==> config.mk <==
export PLATFORM = sky130hd
export DESIGN_NAME = ppea_host
export DESIGN_NICKNAME = d
export VERILOG_FILES = /design/src/inc/ppea_pkg.sv /design/src/logic/ppea_host.sv /design/src/logic/ppea_pin_cycle.sv
export VERILOG_INCLUDE_DIRS = /design/src /design/src/inc
export SDC_FILE = /design/constraint.sdc
export NUM_CORES = 1
export LEC_CHECK = 0
export BUFFER_PORTS_ARGS = -buffer_cell sky130_fd_sc_hd__buf_2
export CELL_PAD_IN_SITES_DETAIL_PLACEMENT = 1
export CELL_PAD_IN_SITES_GLOBAL_PLACEMENT = 2
export CORE_UTILIZATION = 38
export CTS_BUF_LIST = sky130_fd_sc_hd__clkbuf_4 sky130_fd_sc_hd__clkbuf_8 sky130_fd_sc_hd__clkbuf_16
export CTS_CLUSTER_DIAMETER = 30
export DETAILED_ROUTE_END_ITERATION = 8
export GPL_TIMING_DRIVEN = 0
export PLACE_DENSITY_LB_ADDON = 0.1
export SKIP_CTS_REPAIR_TIMING = 1
export SLEW_MARGIN = 20
export SYNTH_ARGS = -nofsm -noshare
export SYNTH_HDL_FRONTEND = slang
export SYNTH_SLANG_ARGS = --single-unit
==> constraint.sdc <==
create_clock -name clk_in -period 5.7 [get_ports clk_in]
set_clock_uncertainty 0.15 [all_clocks]
set_input_delay 0.57 -clock clk_in [delete_from_list [all_inputs] [get_ports clk_in]]
set_output_delay 0.57 -clock clk_in [all_outputs]
set_load 0.05 [all_outputs]
==> src/inc/ppea_regs.svh <==
// Timing counts and fixed addresses for the paged EEPROM host.
// Assumes a 100 MHz system clock; included by the package and the modules.
`ifndef PPEA_REGS_SVH
`define PPEA_REGS_SVH

`define PPEA_CLK_MHZ      100
`define PPEA_T_WP_NS      100
`define PPEA_T_ACC_NS     120
`define PPEA_T_OEHP_NS    150
`define PPEA_T_BLC_US     150
`define PPEA_T_WC_MS      10
`define PPEA_T_LOCK_MS    5

// Least times round up, longest times round down
`define PPEA_WP_CYC       ((`PPEA_T_WP_NS * `PPEA_CLK_MHZ + 999) / 1000)
`define PPEA_ACC_CYC      ((`PPEA_T_ACC_NS * `PPEA_CLK_MHZ + 999) / 1000)
`define PPEA_REC_CYC      ((`PPEA_T_OEHP_NS * `PPEA_CLK_MHZ + 999) / 1000)
`define PPEA_CYC_LEN      (1 + `PPEA_WP_CYC + `PPEA_REC_CYC)
`define PPEA_BLC_CYC      (`PPEA_T_BLC_US * `PPEA_CLK_MHZ)
`define PPEA_WC_CYC       (`PPEA_T_WC_MS * 1000 * `PPEA_CLK_MHZ)
`define PPEA_LOCK_CYC     ((`PPEA_T_LOCK_MS * 1000 * `PPEA_CLK_MHZ + 999) / 1000 * 1000)

`define PPEA_ID_BASE      17'h1FF80
`define PPEA_PAGE_LSB     7
`define PPEA_ADDR_MSB     16

`endif

==> src/inc/ppea_pkg.sv <==
// Types shared by the paged EEPROM host modules.
// Assumes the timing header is on the include path.
`include "ppea_regs.svh"

package ppea_pkg;

    typedef enum logic [1:0] {op_read, op_write, op_lock_on, op_lock_off} ppea_op_t;

    typedef enum logic [2:0] {
        st_lockout, st_idle, st_seq, st_wr, st_load, st_rd, st_poll
    } ppea_state_t;

    typedef enum logic [1:0] {cyc_idle, cyc_setup, cyc_active, cyc_hold} ppea_phase_t;

endpackage

==> src/logic/ppea_host.sv <==
// Host controller for a paged parallel EEPROM: reads, page writes,
// guarded writes, lock commands and end-of-write polling.
// Assumes the memory pins are wired straight to the device.
`timescale 1ns/1ps
`include "ppea_regs.svh"

// Functional notes
// - Next byte loaded within 150 us
// - Page address constant across page load
// - Poll at one constant address, strobe framed
// - Locked writes need the sequence first
// - Command sequences use page write timing
module ppea_host
    import ppea_pkg::*;
#(
    parameter logic [23:0] LOCK_CYC    = 24'(`PPEA_LOCK_CYC),
    parameter logic [23:0] WC_CYC      = 24'(`PPEA_WC_CYC),
    parameter logic [23:0] BLC_CYC     = 24'(`PPEA_BLC_CYC),
    parameter logic [16:0] SEQ_ADDR0   = 17'h00001,
    parameter logic [16:0] SEQ_ADDR1   = 17'h00002,
    parameter logic [16:0] SEQ_ADDR2   = 17'h00003,
    parameter logic [7:0]  SEQ_DATA0   = 8'h11,
    parameter logic [7:0]  SEQ_DATA1   = 8'h22,
    parameter logic [7:0]  SEQ_ON_LAST = 8'h33,
    parameter logic [7:0]  SEQ_OFF_LAST = 8'h44
)(
    // Clock and reset
    input  wire logic        clk_in,
    input  wire logic        rst_in,
    // Command port
    input  wire logic        cmd_valid_in,
    output logic             cmd_ready_out,
    input  wire ppea_op_t    cmd_op_in,
    input  wire logic [16:0] cmd_addr_in,
    input  wire logic [7:0]  cmd_data_in,
    input  wire logic        cmd_last_in,
    input  wire logic        cmd_id_in,
    input  wire logic        cmd_guard_in,
    // Answers and status
    output logic             rd_valid_out,
    output logic [7:0]       rd_data_out,
    output logic             done_out,
    output logic             timeout_out,
    output logic             busy_out,
    // Memory pins
    output logic [16:0]      mem_addr_out,
    output logic [7:0]       mem_dq_out,
    output logic             mem_dq_oe_out,
    input  wire logic [7:0]  mem_dq_in,
    output logic             mem_ce_n_out,
    output logic             mem_oe_n_out,
    output logic             mem_we_n_out,
    output logic             mem_id_hv_out
);

    function automatic logic [16:0] map_addr(input logic [16:0] a, input logic id);
        map_addr = id ? (`PPEA_ID_BASE | {10'h000, a[6:0]}) : a;
    endfunction

    function automatic logic same_page(input logic [16:0] a, input logic [16:0] b);
        same_page = a[`PPEA_ADDR_MSB:`PPEA_PAGE_LSB] == b[`PPEA_ADDR_MSB:`PPEA_PAGE_LSB];
    endfunction

    ppea_state_t state, next_state;
    logic [23:0] tmr;
    logic [23:0] gap;
    logic [1:0]  seq_idx;
    logic        seq_off;
    logic        has_data;
    logic        page_last;
    logic [16:0] last_addr;
    logic [7:0]  last_data;
    logic        last_id;
    logic        have_prev;
    logic        prev_b6;
    logic        cyc_start;
    logic        cyc_write;
    logic [16:0] cyc_addr;
    logic [7:0]  cyc_data;
    logic        cyc_id;
    logic        cyc_done;
    logic [7:0]  cyc_rdata;
    logic [9:0]  page_first;
    logic        loaded;
    logic [23:0] we_gap;

    wire         idle_fire = (state == st_idle) && cmd_valid_in;
    wire         lock_op   = (cmd_op_in == op_lock_on) || (cmd_op_in == op_lock_off);
    wire         need_seq  = lock_op || (cmd_op_in == op_write && cmd_guard_in);
    wire  [16:0] cmd_map   = map_addr(cmd_addr_in, cmd_id_in);
    wire         gap_ok    = gap < BLC_CYC - 24'(`PPEA_CYC_LEN);
    wire         load_ok   = (state == st_load) && (cmd_op_in == op_write) && !cmd_guard_in
                             && !page_last && (cmd_id_in == last_id)
                             && same_page(cmd_map, last_addr) && gap_ok;
    wire         load_fire = load_ok && cmd_valid_in;
    wire         page_end  = page_last || (gap >= BLC_CYC);
    wire         seq_step  = (state == st_seq) && cyc_done;
    wire         seq_next  = seq_step && (seq_idx != 2'd2);
    wire         seq_data  = seq_step && (seq_idx == 2'd2) && has_data;
    wire         poll_go   = (state == st_load) && !load_fire && page_end;
    wire         poll_done = (state == st_poll) && cyc_done;
    wire         poll_ok   = poll_done && have_prev && (cyc_rdata[6] == prev_b6)
                             && (!has_data || cyc_rdata[7] == last_data[7]);
    wire         poll_late = poll_done && !poll_ok && (tmr >= WC_CYC);
    wire         poll_more = poll_done && !poll_ok && !poll_late;
    wire         seq_word  = (idle_fire && need_seq) || seq_next;
    wire  [1:0]  idx_sel   = idle_fire ? 2'd0 : seq_idx + 2'd1;
    wire         off_sel   = idle_fire ? (cmd_op_in == op_lock_off) : seq_off;
    wire         cmd_word  = (idle_fire && !need_seq) || load_fire;
    wire  [16:0] seq_a     = (idx_sel == 2'd0) ? SEQ_ADDR0 :
                             (idx_sel == 2'd1) ? SEQ_ADDR1 : SEQ_ADDR2;
    wire  [7:0]  seq_d     = (idx_sel == 2'd0) ? SEQ_DATA0 :
                             (idx_sel == 2'd1) ? SEQ_DATA1 :
                             off_sel ? SEQ_OFF_LAST : SEQ_ON_LAST;

    assign cmd_ready_out = (state == st_idle) || load_ok;
    assign busy_out      = state != st_idle;
    assign cyc_start     = idle_fire || load_fire || seq_next || seq_data
                           || poll_go || poll_more;
    assign cyc_write     = !(poll_go || poll_more || (idle_fire && cmd_op_in == op_read));
    assign cyc_addr      = seq_word ? seq_a : cmd_word ? cmd_map : last_addr;
    assign cyc_data      = seq_word ? seq_d : cmd_word ? cmd_data_in : last_data;
    assign cyc_id        = seq_word ? 1'b0 : cmd_word ? cmd_id_in : last_id;

    always_comb
    begin
        next_state = state;
        unique case (state)
            st_lockout: if (tmr >= LOCK_CYC) next_state = st_idle;
            st_idle:
                if (idle_fire)
                    next_state = (cmd_op_in == op_read) ? st_rd : need_seq ? st_seq : st_wr;
            st_seq:     if (seq_step && seq_idx == 2'd2) next_state = has_data ? st_wr : st_load;
            st_wr:      if (cyc_done) next_state = st_load;
            st_load:
                if (load_fire)
                    next_state = st_wr;
                else if (poll_go)
                    next_state = st_poll;
            st_rd:      if (cyc_done) next_state = st_idle;
            st_poll:    if (poll_ok || poll_late) next_state = st_idle;
        endcase
    end

    always_ff @(posedge clk_in or posedge rst_in)
    begin
        if (rst_in)
        begin
            state <= st_lockout;
            tmr   <= 24'h000000;
            gap   <= 24'h000000;
        end
        else
        begin
            state <= next_state;
            tmr   <= poll_go ? 24'h000000 : (tmr == 24'hFFFFFF) ? tmr : tmr + 24'h000001;
            gap   <= (cyc_start && cyc_write) ? 24'h000000 :
                     (gap == 24'hFFFFFF) ? gap : gap + 24'h000001;
        end
    end

    // Page context, latched per accepted command or page byte
    always_ff @(posedge clk_in or posedge rst_in)
    begin
        if (rst_in)
        begin
            seq_idx   <= 2'd0;
            seq_off   <= 1'b0;
            has_data  <= 1'b0;
            page_last <= 1'b0;
            last_addr <= 17'h00000;
            last_data <= 8'h00;
            last_id   <= 1'b0;
        end
        else if (idle_fire || load_fire)
        begin
            seq_idx   <= 2'd0;
            seq_off   <= idle_fire ? (cmd_op_in == op_lock_off) : seq_off;
            has_data  <= idle_fire ? (cmd_op_in == op_write) : has_data;
            page_last <= cmd_last_in || (idle_fire && lock_op);
            last_addr <= cmd_map;
            last_data <= cmd_data_in;
            last_id   <= cmd_id_in;
        end
        else if (seq_next)
            seq_idx <= seq_idx + 2'd1;
    end

    always_ff @(posedge clk_in or posedge rst_in)
    begin
        if (rst_in)
        begin
            have_prev    <= 1'b0;
            prev_b6      <= 1'b0;
            rd_valid_out <= 1'b0;
            rd_data_out  <= 8'h00;
            done_out     <= 1'b0;
            timeout_out  <= 1'b0;
            page_first   <= 10'h000;
            loaded       <= 1'b0;
            we_gap       <= 24'h000000;
        end
        else
        begin
            have_prev    <= !poll_go && (have_prev || poll_done);
            prev_b6      <= poll_done ? cyc_rdata[6] : prev_b6;
            rd_valid_out <= (state == st_rd) && cyc_done;
            rd_data_out  <= ((state == st_rd) && cyc_done) ? cyc_rdata : rd_data_out;
            done_out     <= poll_ok;
            timeout_out  <= poll_late || (timeout_out && !idle_fire);
            page_first   <= idle_fire ? cmd_map[`PPEA_ADDR_MSB:`PPEA_PAGE_LSB] : page_first;
            loaded       <= load_fire || (loaded && !idle_fire);
            we_gap       <= mem_we_n_out ? we_gap + {23'h000000, !(&we_gap)} : 24'h000000;
        end
    end

    ppea_pin_cycle u_cycle (
        .clk_in    (clk_in),
        .rst_in    (rst_in),
        .start_in  (cyc_start),
        .write_in  (cyc_write),
        .addr_in   (cyc_addr),
        .data_in   (cyc_data),
        .id_in     (cyc_id),
        .done_out  (cyc_done),
        .rdata_out (cyc_rdata),
        .addr_out  (mem_addr_out),
        .dq_out    (mem_dq_out),
        .dq_oe_out (mem_dq_oe_out),
        .dq_in     (mem_dq_in),
        .ce_n_out  (mem_ce_n_out),
        .oe_n_out  (mem_oe_n_out),
        .we_n_out  (mem_we_n_out),
        .id_hv_out (mem_id_hv_out)
    );

    byte_window_a: assert property (@(posedge clk_in) disable iff (rst_in)
        $fell(mem_we_n_out) && loaded |-> we_gap < BLC_CYC)
        else $error("page byte loaded after the byte load window");

    page_fixed_a: assert property (@(posedge clk_in) disable iff (rst_in)
        $fell(mem_we_n_out) && (state == st_wr)
        |-> mem_addr_out[`PPEA_ADDR_MSB:`PPEA_PAGE_LSB] == page_first)
        else $error("page byte outside the page being loaded");

    poll_addr_a: assert property (@(posedge clk_in) disable iff (rst_in)
        (poll_go || poll_more) |-> !cyc_write && cyc_addr == last_addr)
        else $error("poll read not at the constant last address");

    guard_order_a: assert property (@(posedge clk_in) disable iff (rst_in)
        seq_data |-> $past(seq_idx) == 2'd2 && cyc_addr == last_addr)
        else $error("guarded byte issued before full enable sequence");

    seq_timing_a: assert property (@(posedge clk_in) disable iff (rst_in)
        seq_next |-> gap < BLC_CYC && cyc_write)
        else $error("command sequence write outside page timing");

    lockout_a: assert property (@(posedge clk_in) disable iff (rst_in)
        (state == st_lockout) |-> !cyc_start && cmd_ready_out == 1'b0)
        else $error("access during power-on lockout");

    poll_end_a: assert property (@(posedge clk_in) disable iff (rst_in)
        poll_ok |=> done_out && !busy_out ##1 !done_out)
        else $error("poll completion not reported for one cycle");

    page_cov: cover property (@(posedge clk_in) disable iff (rst_in) load_fire ##[1:200] poll_ok);
    guard_cov: cover property (@(posedge clk_in) disable iff (rst_in) seq_data);
    late_cov: cover property (@(posedge clk_in) disable iff (rst_in) poll_late);
    read_cov: cover property (@(posedge clk_in) disable iff (rst_in) rd_valid_out);

endmodule

==> src/logic/ppea_pin_cycle.sv <==
// One read or write cycle on the memory pins, strobes from flip-flops.
// Assumes start_in only while idle or in the cycle that done_out is high.
`timescale 1ns/1ps
`include "ppea_regs.svh"

module ppea_pin_cycle
    import ppea_pkg::*;
(
    // Clock and reset
    input  wire logic        clk_in,
    input  wire logic        rst_in,
    // Request
    input  wire logic        start_in,
    input  wire logic        write_in,
    input  wire logic [16:0] addr_in,
    input  wire logic [7:0]  data_in,
    input  wire logic        id_in,
    output logic             done_out,
    output logic [7:0]       rdata_out,
    // Memory pins
    output logic [16:0]      addr_out,
    output logic [7:0]       dq_out,
    output logic             dq_oe_out,
    input  wire logic [7:0]  dq_in,
    output logic             ce_n_out,
    output logic             oe_n_out,
    output logic             we_n_out,
    output logic             id_hv_out
);

    ppea_phase_t phase;
    logic [4:0]  cnt;
    logic        wr;
    logic        id;

    wire         free   = (phase == cyc_idle) || done_out;
    wire         take   = start_in && free;
    wire  [4:0]  act_end = wr ? 5'(`PPEA_WP_CYC - 1) : 5'(`PPEA_ACC_CYC - 1);
    wire         act_last = (phase == cyc_active) && (cnt == act_end);

    assign done_out  = (phase == cyc_hold) && (cnt == 5'(`PPEA_REC_CYC - 1));
    assign dq_oe_out = wr && (phase != cyc_idle);
    assign id_hv_out = id && (phase != cyc_idle);

    always_ff @(posedge clk_in or posedge rst_in)
    begin
        if (rst_in)
        begin
            phase    <= cyc_idle;
            cnt      <= 5'h00;
            wr       <= 1'b0;
            id       <= 1'b0;
            addr_out <= 17'h00000;
            dq_out   <= 8'h00;
        end
        else if (take)
        begin
            phase    <= cyc_setup;
            cnt      <= 5'h00;
            wr       <= write_in;
            id       <= id_in;
            addr_out <= addr_in;
            dq_out   <= data_in;
        end
        else if (done_out)
            phase <= cyc_idle;
        else if (phase == cyc_setup)
            phase <= cyc_active;
        else if (act_last)
        begin
            phase <= cyc_hold;
            cnt   <= 5'h00;
        end
        else if (phase != cyc_idle)
            cnt <= cnt + 5'h01;
    end

    // Both strobes fall together and rise together around the pulse
    always_ff @(posedge clk_in or posedge rst_in)
    begin
        if (rst_in)
        begin
            ce_n_out  <= 1'b1;
            oe_n_out  <= 1'b1;
            we_n_out  <= 1'b1;
            rdata_out <= 8'h00;
        end
        else if (phase == cyc_setup)
        begin
            ce_n_out <= 1'b0;
            oe_n_out <= wr;
            we_n_out <= !wr;
        end
        else if (act_last)
        begin
            ce_n_out <= 1'b1;
            oe_n_out <= 1'b1;
            we_n_out <= 1'b1;
            if (!wr)
                rdata_out <= dq_in;
        end
    end

    write_gate_a: assert property (@(posedge clk_in) disable iff (rst_in)
        !we_n_out |-> oe_n_out && !ce_n_out)
        else $error("write strobe low while output gate low or chip deselected");

    pulse_width_a: assert property (@(posedge clk_in) disable iff (rst_in)
        $fell(we_n_out) |-> ##9 !we_n_out ##1 we_n_out)
        else $error("write pulse not exactly ten cycles");

    read_frame_a: assert property (@(posedge clk_in) disable iff (rst_in)
        $rose(oe_n_out) && we_n_out |-> oe_n_out [*8] ##1 !dq_oe_out)
        else $error("read gate high time too short or bus driven after read");

endmodule

==> impl_metrics.tcl <==
set metrics [dict create \
    post-synth-top-count-cell "dfrtp_1" \
    synth.area.top_cells "dfrtp_1, nor2_1, mux2_2, mux2i_1, xor2_1" \
    powerDensity_nw_per_um2 253.4 \
    synth.largest_area_cell "dfrtp_1" \
    synth_top_area_share_pct 48.21 \
    post-route-period-util_pct 60.97 \
    drive_above_1_share_pct 22.85 \
    synth_fa_ha_area_share_pct 1.056 \
    reg2reg_slack_ns 2.65 \
    cpMaxStageDelayCell "dfrtp_1" \
    cts_tree "done" \
    drc 5 \
    portBuffers 82 \
    finalSetupViolCount 0 \
    syn_area_per_cell_um2 10.17 \
    multiInputGateArea_um2 3349 \
    core-area_um2 18150 \
    yosysSeqAreaShare_pct 49.32 \
    seqPwrFrac_pct 46.8 \
    path_delay_family "simple AND/OR/NAND/NOR gates" \
    clk_pin_slew_ns 0.06 \
    hold_viol_final 0 \
    netlist_area_um2 7111 \
    cts_made_buffers 17 \
    ios 84 \
    area_growth_pct 18.41 \
    clock_power_share_pct 50.4 \
    routed_via_density 5.355 \
    rsz0062_at_grt "no" \
    die_area_um2 19260 \
    worstPathCellList "xnor2_1 > o21ai_1 > or4_1 > a221oi_2 > and3_1 > or2_2 > buf_2" \
    cts_buffer_depth 2 \
    die_w_um 138.8 \
    stdcell_count 1043 \
    ys.warnings.count 0 \
    whs_ns 0.04259 \
    diodes 0 \
    dp_cells 1011 \
    gp_routability_congestion 0.8029 \
    seqCellArea_um2 3507 \
    clk_latency_ns 0.42 \
    synthSimpleGateAreaFrac_pct 18.81 \
    synth_top_family_by_area "simple AND/OR/NAND/NOR gates" \
    startpoint_type "flip-flop" \
    synthMuxAreaShare_pct 9.308 \
    min_path_type "input port to async pin" \
    required_ns 4.98 \
    timing.final.crit_period_ns 3.475 \
    wl_per_cell_um 17.65 \
    htreeDepth 4 \
    p_sw_w 0.0004755 \
    grt_pass1_vias 6071 \
    ys_seq_elements 140 \
    sw_frac_of_total_pct 22.29 \
    grt_antenna_before_repair 1 \
    cts_sinks 140 \
    dr.pass1.iters 7 \
    num_rows 49 \
    synth_flop_cell "dfrtp_1" \
    synth_commonest_cells "dfrtp_1, nor2_1, nand2_1" \
    arrival_ns 2.76 \
    die_h_um 138.8 \
    groute.usage.overall_pct 20.54 \
    endpoint_kind "output port" \
    violations "DRC" \
    nNetsFinal 848 \
    synth_compound_area_share_pct 11.90 \
    worst_pin_slew_ns 0.9279 \
    ant_nets 0 \
    syn-num-nets 746 \
    combPwrFrac_pct 2.8 \
    slew_viol_final 0 \
    p_int_w 0.001658 \
    path_max_fanout 4 \
    num_vias 5585 \
    grt_start_max_net_pins 77 \
    drv_cap 0 \
    ir_worst_vdd_mv 0.2032 \
    cpPeakStageDelay_ns 0.43 \
    path_buf_inv 1 \
    synthArstFlopShare_pct 100.0 \
    synth_edf_count 0 \
    syn_inst 699 \
    ys_types 70 \
    finalWirelength_um 18410 \
    status "complete, but fails checks" \
    dr.first_iter.drc_count 279 \
    maxSlewHeadroom_pct 37.91 \
    path_class "flip-flop to output port" \
    fmax_ghz 0.2877 \
    cts_root_buffer "clkbuf_16" \
    grt_pass1_wl_um 31240 \
    fillers 2124 \
    overflow 0 \
    synth_xor_area_share_pct 6.036 \
    dp_hpwl_um 13540 \
    initial_core_util_pct 39.18 \
    leakagePower_nw 3.949 \
]
registers in the layout (all words and copies together) (netlist names), 2 cells and up:
register and count:
last_addr 17, state 3, u_cycle.rdata_out 8, u_cycle.dq_out 8, u_cycle.cnt 5, last_data 8
u_cycle.addr_out 17, rd_data_out 8, tmr 24, seq_idx 2, u_cycle.phase 2, gap 24
final cells by class:
cell class	count	area share, %
inverter	23	1.115
tap	229	3.403
timing repair buffer	83	5.201
sequential	140	41.66
clock inverter	15	1.798
buffer	32	1.991
multi-input combinational	504	39.78
clock buffer	17	5.053
per-layer routing:
layer / track usage, % / vias to the layer above / share of wire (%)
li1: - / 2683 / -
met1: 27.60 / 2793 / 49
met2: 32.99 / 91 / 46
met3: 4.903 / 18 / 4.5
met4: 5.965 / 0 / 1.2
met5: 0 / - / 0
power groups by stage:
stage                     sequential (W)  clock, W  combinational, W
after floorplan                  0.00102         0         0.0000291
after global placement           0.00102         0         0.0000561
after detailed placement         0.00102         0         0.0000610
after CTS                       0.000999   0.00111         0.0000612
after global routing            0.000999   0.00114         0.0000675
final                           0.000999   0.00108         0.0000587
layout by cell type, fill, tap and decap left out, types with 8 or more instances in the layout:
cell       Yosys  routed
dfrtp_1      137     137
nor2_1       112     112
buf_2         11      93
nand2_1       48      48
mux2_2        33      33
nand3_1       31      31
xor2_1        30      30
mux2i_1       29      29
inv_1         23      22
a21oi_1       19      19
xnor2_1       19      19
clkbuf_16      0      17
clkbuf_1      15      15
nand4_1       15      15
o21ai_0       15      15
a22o_1        10      10
a31oi_1        9       9
and3_1         8       8
o31ai_1        8       8
path summary, 6_finish.rpt:
| path | from | to | depth (start not counted) |
|---|---|---|---|
| max in group asynchronous | rst_in | u_cycle.oe_n_out$_DFFE_PP1P_ | 3 |
| worst min-delay path | rst_in | tmr[3]$_DFFE_PP0P_ | 2 |
| worst max-delay path | last_addr[11]$_DFFE_PP0P_ | cmd_ready_out | 7 |
| worst min register to register | u_cycle.dq_out[7]$_DFFE_PP0P_ | u_cycle.dq_out[7]$_DFFE_PP0P_ | 2 |
| worst max register to register | last_addr[11]$_DFFE_PP0P_ | last_addr[8]$_DFFE_PP0P_ | 9 |
| min in group clk_in | cmd_last_in | page_last$_DFFE_PP0P_ | 2 |
metrics by stage:
stage                     utilization (%)  power [W]  worst slack (ns)  area (um2)  TNS [ns]
after floorplan                         -   0.001045             1.232        7111         0
after global placement              43.02   0.001073           -0.5424        7807    -72.72
after detailed placement            43.22   0.001078             2.361        7843         0
after CTS                           46.39   0.002167             2.185        8419         0
after global routing                46.39   0.002210             2.054        8419         0
final                               46.39   0.002133             2.225        8419         0
cells by family (layout without fill, tap and decap cells):
family          count (synthesis)  after routing
mux                            62             62
buf+inv                        55            170
compound gates                113            113
fa+ha+maj                       6              6
xor+xnor                       49             49
simple gates                  274            274
flops                         140            140
Note: power is estimated with default switching activity, not from simulation.
